## src/verilog/port_b_consts.svh

```systemverilog
/*
 Register offsets, field positions, reset values for the port B
 alternate-function mux. Assumes byte addresses on a 32-bit Wishbone.
*/
`ifndef PORT_B_CONSTS_SVH
`define PORT_B_CONSTS_SVH

`define OFS_DIR 8'h00
`define OFS_OUT 8'h04
`define OFS_CTRL 8'h08
`define OFS_PCMASK 8'h0C
`define OFS_PIN 8'h10
`define OFS_IRQ_STAT 8'h14
`define OFS_IRQ_MASK 8'h18

`define CTRL_PULLUP_DIS 0
`define CTRL_SER_EN 1
`define CTRL_SER_MASTER 2
`define CTRL_PCGE 3

`define RST_BYTE 8'h00
`define RST_CTRL 4'h0
`define MIN_ADR_W 8

`endif

```

## src/verilog/port_b_pkg.sv

```systemverilog
/*
 Types for the port B alternate-function mux.
 Assumes the constants header is included by the user.
*/
`default_nettype none
package port_b_pkg;

    typedef struct packed {
        logic [7:0] dir;
        logic [7:0] out;
        logic [3:0] ctrl;
        logic [7:0] pcmask;
        logic [7:0] irq_status;
        logic [7:0] irq_mask;
        logic [7:0] pad_prev;
        logic ack;
        logic [31:0] dat;
        logic [7:0] pad_out;
        logic [7:0] pad_oe;
        logic [7:0] pad_pullup;
        logic [7:0] pad_input_en;
        logic [7:0] pin_change_src;
        logic spi_master_in;
        logic spi_slave_in;
        logic spi_sck_in;
        logic spi_select_n;
    } state_type;

endpackage : port_b_pkg
`default_nettype wire
```

## src/verilog/port_b_alt_mux.sv

```systemverilog
/*
 Port B alternate-function mux: compare outputs on bits 7..4, serial
 interface on bits 3..0, pin-change sources on all bits, with a
 Wishbone register file and a pin-change interrupt.
 Assumes pads, timers and serial unit are synchronous to clk_sys.
*/
// The address map and register access over Wishbone were chosen for this implementation.
// Overview of operation
// [RULE1] Timer2 compare A drives bit 7
// [RULE2] Compare outputs need direction bit set
// [RULE3] Timer1 compare B drives bit 6
// [RULE4] Timer1 compare A drives bit 5
// [RULE5] Timer0 compare A drives bit 4
// [RULE6] Masked pin change forces input enable
// [RULE7] Master mode forces bit 3 input
// [RULE8] Slave mode forces bit 2 input
// [RULE9] Slave mode forces bit 1 input
// [RULE10] Slave mode forces bit 0 input
// [RULE11] Low select pin activates slave interface
// [RULE12] Forced-input pull-up follows output bit
// [RULE13] Bit 3 carries slave out, master in
// [RULE14] Bit 2 carries master out, slave in
// [RULE15] Bit 1 carries serial clock both ways
// [RULE16] Pull-up override else default 010 pattern
// [RULE17] Value reaches pad only when driving
// [RULE18] Input enable override else sleep state
// [RULE19] Raw pad input shared by all users
`timescale 1ns/1ns
`default_nettype none
`include "port_b_consts.svh"

module port_b_alt_mux
    import port_b_pkg::*;
#(
    parameter int WB_ADR_W = 8
)
(
    input wire logic clk_sys,
    input wire logic rst_n,
    input wire logic wb_cyc_i,
    input wire logic wb_stb_i,
    input wire logic wb_we_i,
    input wire logic [WB_ADR_W-1:0] wb_adr_i,
    input wire logic [3:0] wb_sel_i,
    input wire logic [31:0] wb_dat_i,
    output logic [31:0] wb_dat_o,
    output logic wb_ack_o,
    output logic irq,
    input wire logic timer2_compare_a_out,
    input wire logic timer2_compare_a_en,
    input wire logic timer1_compare_b_out,
    input wire logic timer1_compare_b_en,
    input wire logic timer1_compare_a_out,
    input wire logic timer1_compare_a_en,
    input wire logic timer0_compare_a_out,
    input wire logic timer0_compare_a_en,
    input wire logic spi_slave_out,
    input wire logic spi_master_out,
    input wire logic spi_sck_out,
    input wire logic sleep_active,
    input wire logic [7:0] pad_in,
    output logic [7:0] pad_out,
    output logic [7:0] pad_oe,
    output logic [7:0] pad_pullup,
    output logic [7:0] pad_input_en,
    output logic [7:0] pin_change_src,
    output logic spi_master_in,
    output logic spi_slave_in,
    output logic spi_sck_in,
    output logic spi_select_n
);

    generate
        if (WB_ADR_W < `MIN_ADR_W)
        begin : g_bad_adr
            $error("WB_ADR_W too small for register map");
        end
    endgenerate

    state_type r;
    state_type n;

    logic [7:0] off;
    logic wr;
    logic spi_m;
    logic spi_s;
    logic pu_disable;
    logic [7:0] pullup_ovr_en;
    logic [7:0] pullup_ovr_val;
    logic [7:0] direction_ovr_en;
    logic [7:0] value_ovr_en;
    logic [7:0] value_ovr_val;
    logic [7:0] input_en_ovr_en;
    logic [7:0] oe;
    logic [7:0] chg;
    logic [7:0] clr;

    // Per-bit override select used for every pad attribute
    function automatic logic [7:0] ovr(
        input logic [7:0] en,
        input logic [7:0] val,
        input logic [7:0] base
    );
        ovr = (en & val) | (~en & base);
    endfunction : ovr

    function automatic logic [31:0] reg_read(
        input state_type s,
        input logic [7:0] a
    );
        logic [7:0] v;
        v = 8'h00;
        case (a)
            `OFS_DIR: v = s.dir;
            `OFS_OUT: v = s.out;
            `OFS_CTRL: v = {4'h0, s.ctrl};
            `OFS_PCMASK: v = s.pcmask;
            `OFS_PIN: v = s.pin_change_src;
            `OFS_IRQ_STAT: v = s.irq_status;
            `OFS_IRQ_MASK: v = s.irq_mask;
            default: v = 8'h00;
        endcase
        reg_read = {24'h000000, v};
    endfunction : reg_read

    always_comb
    begin
        n = r;
        off = {wb_adr_i[7:2], 2'b00};
        // Ack one cycle after the request; the write commits at the
        // edge where the master samples ack high
        n.ack = wb_cyc_i & wb_stb_i & ~r.ack;
        wr = wb_cyc_i & wb_stb_i & wb_we_i & r.ack & wb_sel_i[0];
        if (n.ack)
        begin
            n.dat = reg_read(r, off);
        end
        clr = 8'h00;
        if (wr)
        begin
            case (off)
                `OFS_DIR: n.dir = wb_dat_i[7:0];
                `OFS_OUT: n.out = wb_dat_i[7:0];
                `OFS_CTRL: n.ctrl = wb_dat_i[3:0];
                `OFS_PCMASK: n.pcmask = wb_dat_i[7:0];
                `OFS_IRQ_STAT: clr = wb_dat_i[7:0];
                `OFS_IRQ_MASK: n.irq_mask = wb_dat_i[7:0];
                default: clr = 8'h00;
            endcase
        end

        pu_disable = r.ctrl[`CTRL_PULLUP_DIS];
        spi_m = r.ctrl[`CTRL_SER_EN] & r.ctrl[`CTRL_SER_MASTER];
        spi_s = r.ctrl[`CTRL_SER_EN] & ~r.ctrl[`CTRL_SER_MASTER];

        // Only serial pins force direction; compare pins never do
        direction_ovr_en = {4'h0,
            spi_m, // RULE7
            spi_s, spi_s, spi_s}; // RULE2 RULE8 RULE9 RULE10
        pullup_ovr_en = direction_ovr_en;
        pullup_ovr_val = r.out & ~{8{pu_disable}}; // RULE12
        value_ovr_en = {timer2_compare_a_en, timer1_compare_b_en,
            timer1_compare_a_en, timer0_compare_a_en,
            spi_s, spi_m, spi_m, 1'b0}; // RULE10
        value_ovr_val = {timer2_compare_a_out, // RULE1
            timer1_compare_b_out, // RULE3
            timer1_compare_a_out, // RULE4
            timer0_compare_a_out, // RULE5
            spi_slave_out, // RULE13
            spi_master_out, // RULE14
            spi_sck_out, // RULE15
            1'b0};
        input_en_ovr_en = r.pcmask & {8{r.ctrl[`CTRL_PCGE]}}; // RULE6

        oe = ovr(direction_ovr_en, 8'h00, r.dir);
        n.pad_oe = oe;
        // Value is gated by the driver so an undriven pad reads as 0
        n.pad_out = ovr(value_ovr_en, value_ovr_val, r.out) & oe; // RULE17
        n.pad_pullup = ovr(pullup_ovr_en, pullup_ovr_val,
            ~r.dir & r.out & ~{8{pu_disable}}); // RULE16
        n.pad_input_en = ovr(input_en_ovr_en, 8'hFF,
            {8{~sleep_active}}); // RULE18

        n.pin_change_src = pad_in; // RULE19
        n.spi_master_in = pad_in[3]; // RULE13
        n.spi_slave_in = pad_in[2]; // RULE14
        n.spi_sck_in = pad_in[1]; // RULE15
        n.spi_select_n = pad_in[0]; // RULE11

        // Pin-change events; a new event beats a same-cycle clear
        chg = (pad_in ^ r.pad_prev) & input_en_ovr_en;
        n.pad_prev = pad_in;
        n.irq_status = (r.irq_status & ~clr) | chg;
    end

    always_ff @(posedge clk_sys or negedge rst_n)
    begin
        if (!rst_n)
        begin
            r <= '0;
            r.dir <= `RST_BYTE;
            r.out <= `RST_BYTE;
            r.ctrl <= `RST_CTRL;
            r.irq_mask <= `RST_BYTE;
        end
        else
        begin
            r <= n;
        end
    end

    assign wb_ack_o = r.ack;
    assign wb_dat_o = r.dat;
    assign irq = |(r.irq_status & r.irq_mask);
    assign pad_out = r.pad_out;
    assign pad_oe = r.pad_oe;
    assign pad_pullup = r.pad_pullup;
    assign pad_input_en = r.pad_input_en;
    assign pin_change_src = r.pin_change_src;
    assign spi_master_in = r.spi_master_in;
    assign spi_slave_in = r.spi_slave_in;
    assign spi_sck_in = r.spi_sck_in;
    assign spi_select_n = r.spi_select_n;
endmodule : port_b_alt_mux
`default_nettype wire

```

## config.mk

```make
export PLATFORM = sky130hd
export DESIGN_NAME = port_b_alt_mux
export DESIGN_NICKNAME = d
export VERILOG_FILES = /design/src/verilog/port_b_pkg.sv /design/src/verilog/port_b_alt_mux.sv
export VERILOG_INCLUDE_DIRS = /design/src /design/src/verilog
export SDC_FILE = /design/constraint.sdc
export NUM_CORES = 1
export LEC_CHECK = 0
export BUFFER_PORTS_ARGS = -buffer_cell sky130_fd_sc_hd__clkbuf_2
export CAP_MARGIN = 20
export CORE_ASPECT_RATIO = 1.5
export CORE_MARGIN = 1.5
export CORE_UTILIZATION = 50
export DETAILED_ROUTE_END_ITERATION = 12
export GPL_ROUTABILITY_DRIVEN = 0
export PLACE_DENSITY = 0.79
export SLEW_MARGIN = 20
export SYNTH_ARGS = -nofsm -noshare
export SYNTH_HDL_FRONTEND = slang
export SYNTH_SLANG_ARGS = --single-unit
```

## constraint.sdc

```tcl
create_clock -name clk_sys -period 1.6 [get_ports clk_sys]
set_input_delay 0.24 -clock clk_sys [delete_from_list [all_inputs] [get_ports clk_sys]]
set_output_delay 0.24 -clock clk_sys [all_outputs]
set_load 0.02 [all_outputs]
```

==> run_results.csv <==
group,metric,value,unit
outcome,status,"complete, no violations",
setup_path,required,1830,ps
power,clock_power_share,40.6,%
final_layout,diodes,0,
timing,fin_crit,1560,ps
placement,dp_hpwl,7300,um
final_layout,layout-drive-gt1-share,42.0,%
detailed_routing,viasPerCell,5.36,
setup_path,cp-endpoint,"r[121]",
die,io_pins,147,
power,p_int,3.71,mW
power,combinationalPowerShare,9.8,%
detailed_routing,finalWirelength,9730,um
final_layout,seq_area,2330,um^2
power,power.switching,1.23,mW
setup_path,critPathLaunch,"wb_ack_o",
setup_path,start_kind,"flop",
yosys,synth_edf_count,0,
global_routing,grt_use_total,21.3,%
worst_hold_path,hp-class,"input pin to flop",
power,power.density,948,nW/um^2
timing,setup_violations,0,
setup_path,ff2ff_setup_slack,40,ps
setup_path,crit_arrival,1780,ps
detailed_routing,drt-initial-drc-count,195,
timing,final.setup.tns,0,ps
placement,portBuffers,93,
clock_network,root_buffer,"clkbuf_16",
clock_network,cts_tree,"built",
final_layout,syn_to_final_growth,16.0,%
yosys,async_reset_ff_share,100,%
final_layout,mostFrequentLayoutCells,"dfrtp_1, clkbuf_2, mux2_2",
detailed_routing,drc,0,
detailed_routing,wl_per_cell,17.0,um
setup_path,reg2reg_depth,6,
setup_path,worstSetupPathType,"flop to flop",
clock_network,clock-sinks,93,
global_routing,antenna_found_initial,0,
final_layout,final_net_count,528,
yosys,yosysSeqAreaShare,51.7,%
yosys,synth_cell_types,42,
die,die_w,80.5,um
die,die_area,9590,um^2
placement,dp.cells,552,
setup_path,crit_fanout,5,
timing,finalMaxSlewViolations,0,
yosys,ys_ff_latch,93,
global_routing,grt_pass1_wl,15000,um
final_layout,final_core_util,59.5,%
final_layout,final.fill_count,698,
power,power,4.95,mW
yosys,synthFlopType,"dfrtp_1",
setup_path,reg2reg_to,"r[121]",
timing,hold_viol_final,0,
final_layout,multi_input_area,1680,um^2
power,ir_worst_vdd,0.583,mV
die,core_area,8780,um^2
final_layout,instances_no_fill,574,
setup_path,cp-end-kind,"flop",
clock_network,cts_made_buffers,9,
global_routing,grt_max_degree,38,
timing,post-route-period-util,97.3,%
clock_network,clockBufferDepth,2,
power,leakage,2.66,nW
run,drv_cap,0,
timing,finalClockSkew,4.59,ps
detailed_routing,vias,3074,
detailed_routing,antenna_left,0,
die,initial_core_util,51.3,%
clock_network,ctsHtreeMaxLevel,3,
timing,fmax,0.642,GHz
final_layout,final_common_cell,"dfrtp_1",
die,fp.dieH,119,um
yosys,synth.avg_cell_area,11.7,um^2
global_routing,grt_pass1_vias,2973,
yosys,netlist_area,4500,um^2
setup_path,reg2reg_from,"wb_ack_o",
yosys,yosysWarnings,0,
yosys,synthesis.instances,383,
clock_network,clk_pin_slew,60,ps
die,rows,42,
detailed_routing,first_pass_iters,4,
power,power_frac_seq,49.5,%
clock_network,insertion_delay,340,ps
power,p_sw_share,24.9,%
global_routing,grt_overflow_total,0,
[per-stage QoR]
step	setup WS [ps]	hold WS, ps	instance area (um^2)
3_3_place_gp	-187	215	4840
3_5_place_dp	-220	222	4840
2_1_floorplan	-5.95	-55.6	4590
6_report	43.4	24.7	5220
4_1_cts	-26.4	18.4	5140
5_1_grt	-16.9	19.3	5220
[timing repair]
action | CTS | global route
setup buffers | 0 | 5
setup endpoints to repair | 20 | 29
cloned | 0 | 0
gates resized for setup | 0 | 9
pin swaps | 1 | 3
endpoints found under the hold margin | 32 | 0
hold buffers | 1 | 0
[sequential cells by signal (all words and copies together) (netlist names)]
signal and count:
r 43, pad_input_en 8, pad_oe 8, pad_out 8
pad_pullup 8, pin_change_src 8, wb_dat_o 8, pu_disable 1
wb_ack_o 1
[power by group through the flow]
stage	sequential (mW)	combinational, mW	clock (mW)
final	2.45	0.487	2.01
after global routing	2.45	0.531	2.14
after CTS	2.45	0.482	2.04
after detailed placement	2.49	0.478	0
after global placement	2.49	0.469	0
after floorplan	2.48	0.334	0
[synthesized netlist by cell type (5+ instances only)]
| cell | count | area [um^2] |
|---|---|---|
| nand2_1 | 32 | 120 |
| mux2i_1 | 8 | 80.1 |
| nand3b_1 | 5 | 37.5 |
| o21ai_0 | 7 | 35.0 |
| xnor2_1 | 8 | 70.1 |
| a21oi_1 | 8 | 40.0 |
| nor2_1 | 7 | 26.3 |
| buf_2 | 5 | 25.0 |
| nor3b_1 | 9 | 67.6 |
| clkbuf_1 | 8 | 30.0 |
| buf_4 | 72 | 541 |
| nor2b_1 | 6 | 37.5 |
| o2bb2ai_1 | 10 | 87.6 |
| nand3_1 | 6 | 30.0 |
| dfrtp_1 | 93 | 2330 |
| mux2_2 | 39 | 439 |
| a22oi_1 | 5 | 37.5 |
| inv_1 | 7 | 26.3 |
[critical path: stages (launching register included)]
cell and delay (ps):
dfrtp_1 390, nand3_4 120, nor3_4 240, buf_4 170, nand3_2 70, buf_4 180
mux2_2 280
[worst min path at each step]
stage	start	end	cells after the start
detailed placement	rst_n	pad_oe[5]	1
finish	pad_in[5]	pin_change_src[5]	1
floorplan	rst_n	pad_input_en[0]	0
global placement	rst_n	pad_oe[5]	1
global route	pad_in[3]	pin_change_src[3]	1
CTS	pad_in[5]	pin_change_src[5]	1
[per-layer routing]
layer / global-route usage [%] / part of all wire [%]
met4: 9.91 / 2.2
met5: 0 / 0
met1: 25.6 / 39
met3: 5.44 / 5.0
met2: 35.1 / 53
[area by class of cell]
type | count | area share (%)
multi-input cells | 221 | 32.1
repair buffers | 127 | 14.7
inverters | 7 | 0.503
clock inverters | 5 | 0.647
flip-flops and latches | 93 | 44.6
well taps | 110 | 2.64
clock buffers | 11 | 4.84
[cells by family after synthesis]
family | Yosys count | synth area share, %
mux | 49 | 12.5
flops | 93 | 51.7
compound gates | 52 | 8.76
simple gates | 88 | 11.5
xor+xnor | 8 | 1.56
other cells | 1 | 0.0833
buf+inv | 92 | 13.8
Note: power is estimated with default switching activity, not from simulation.
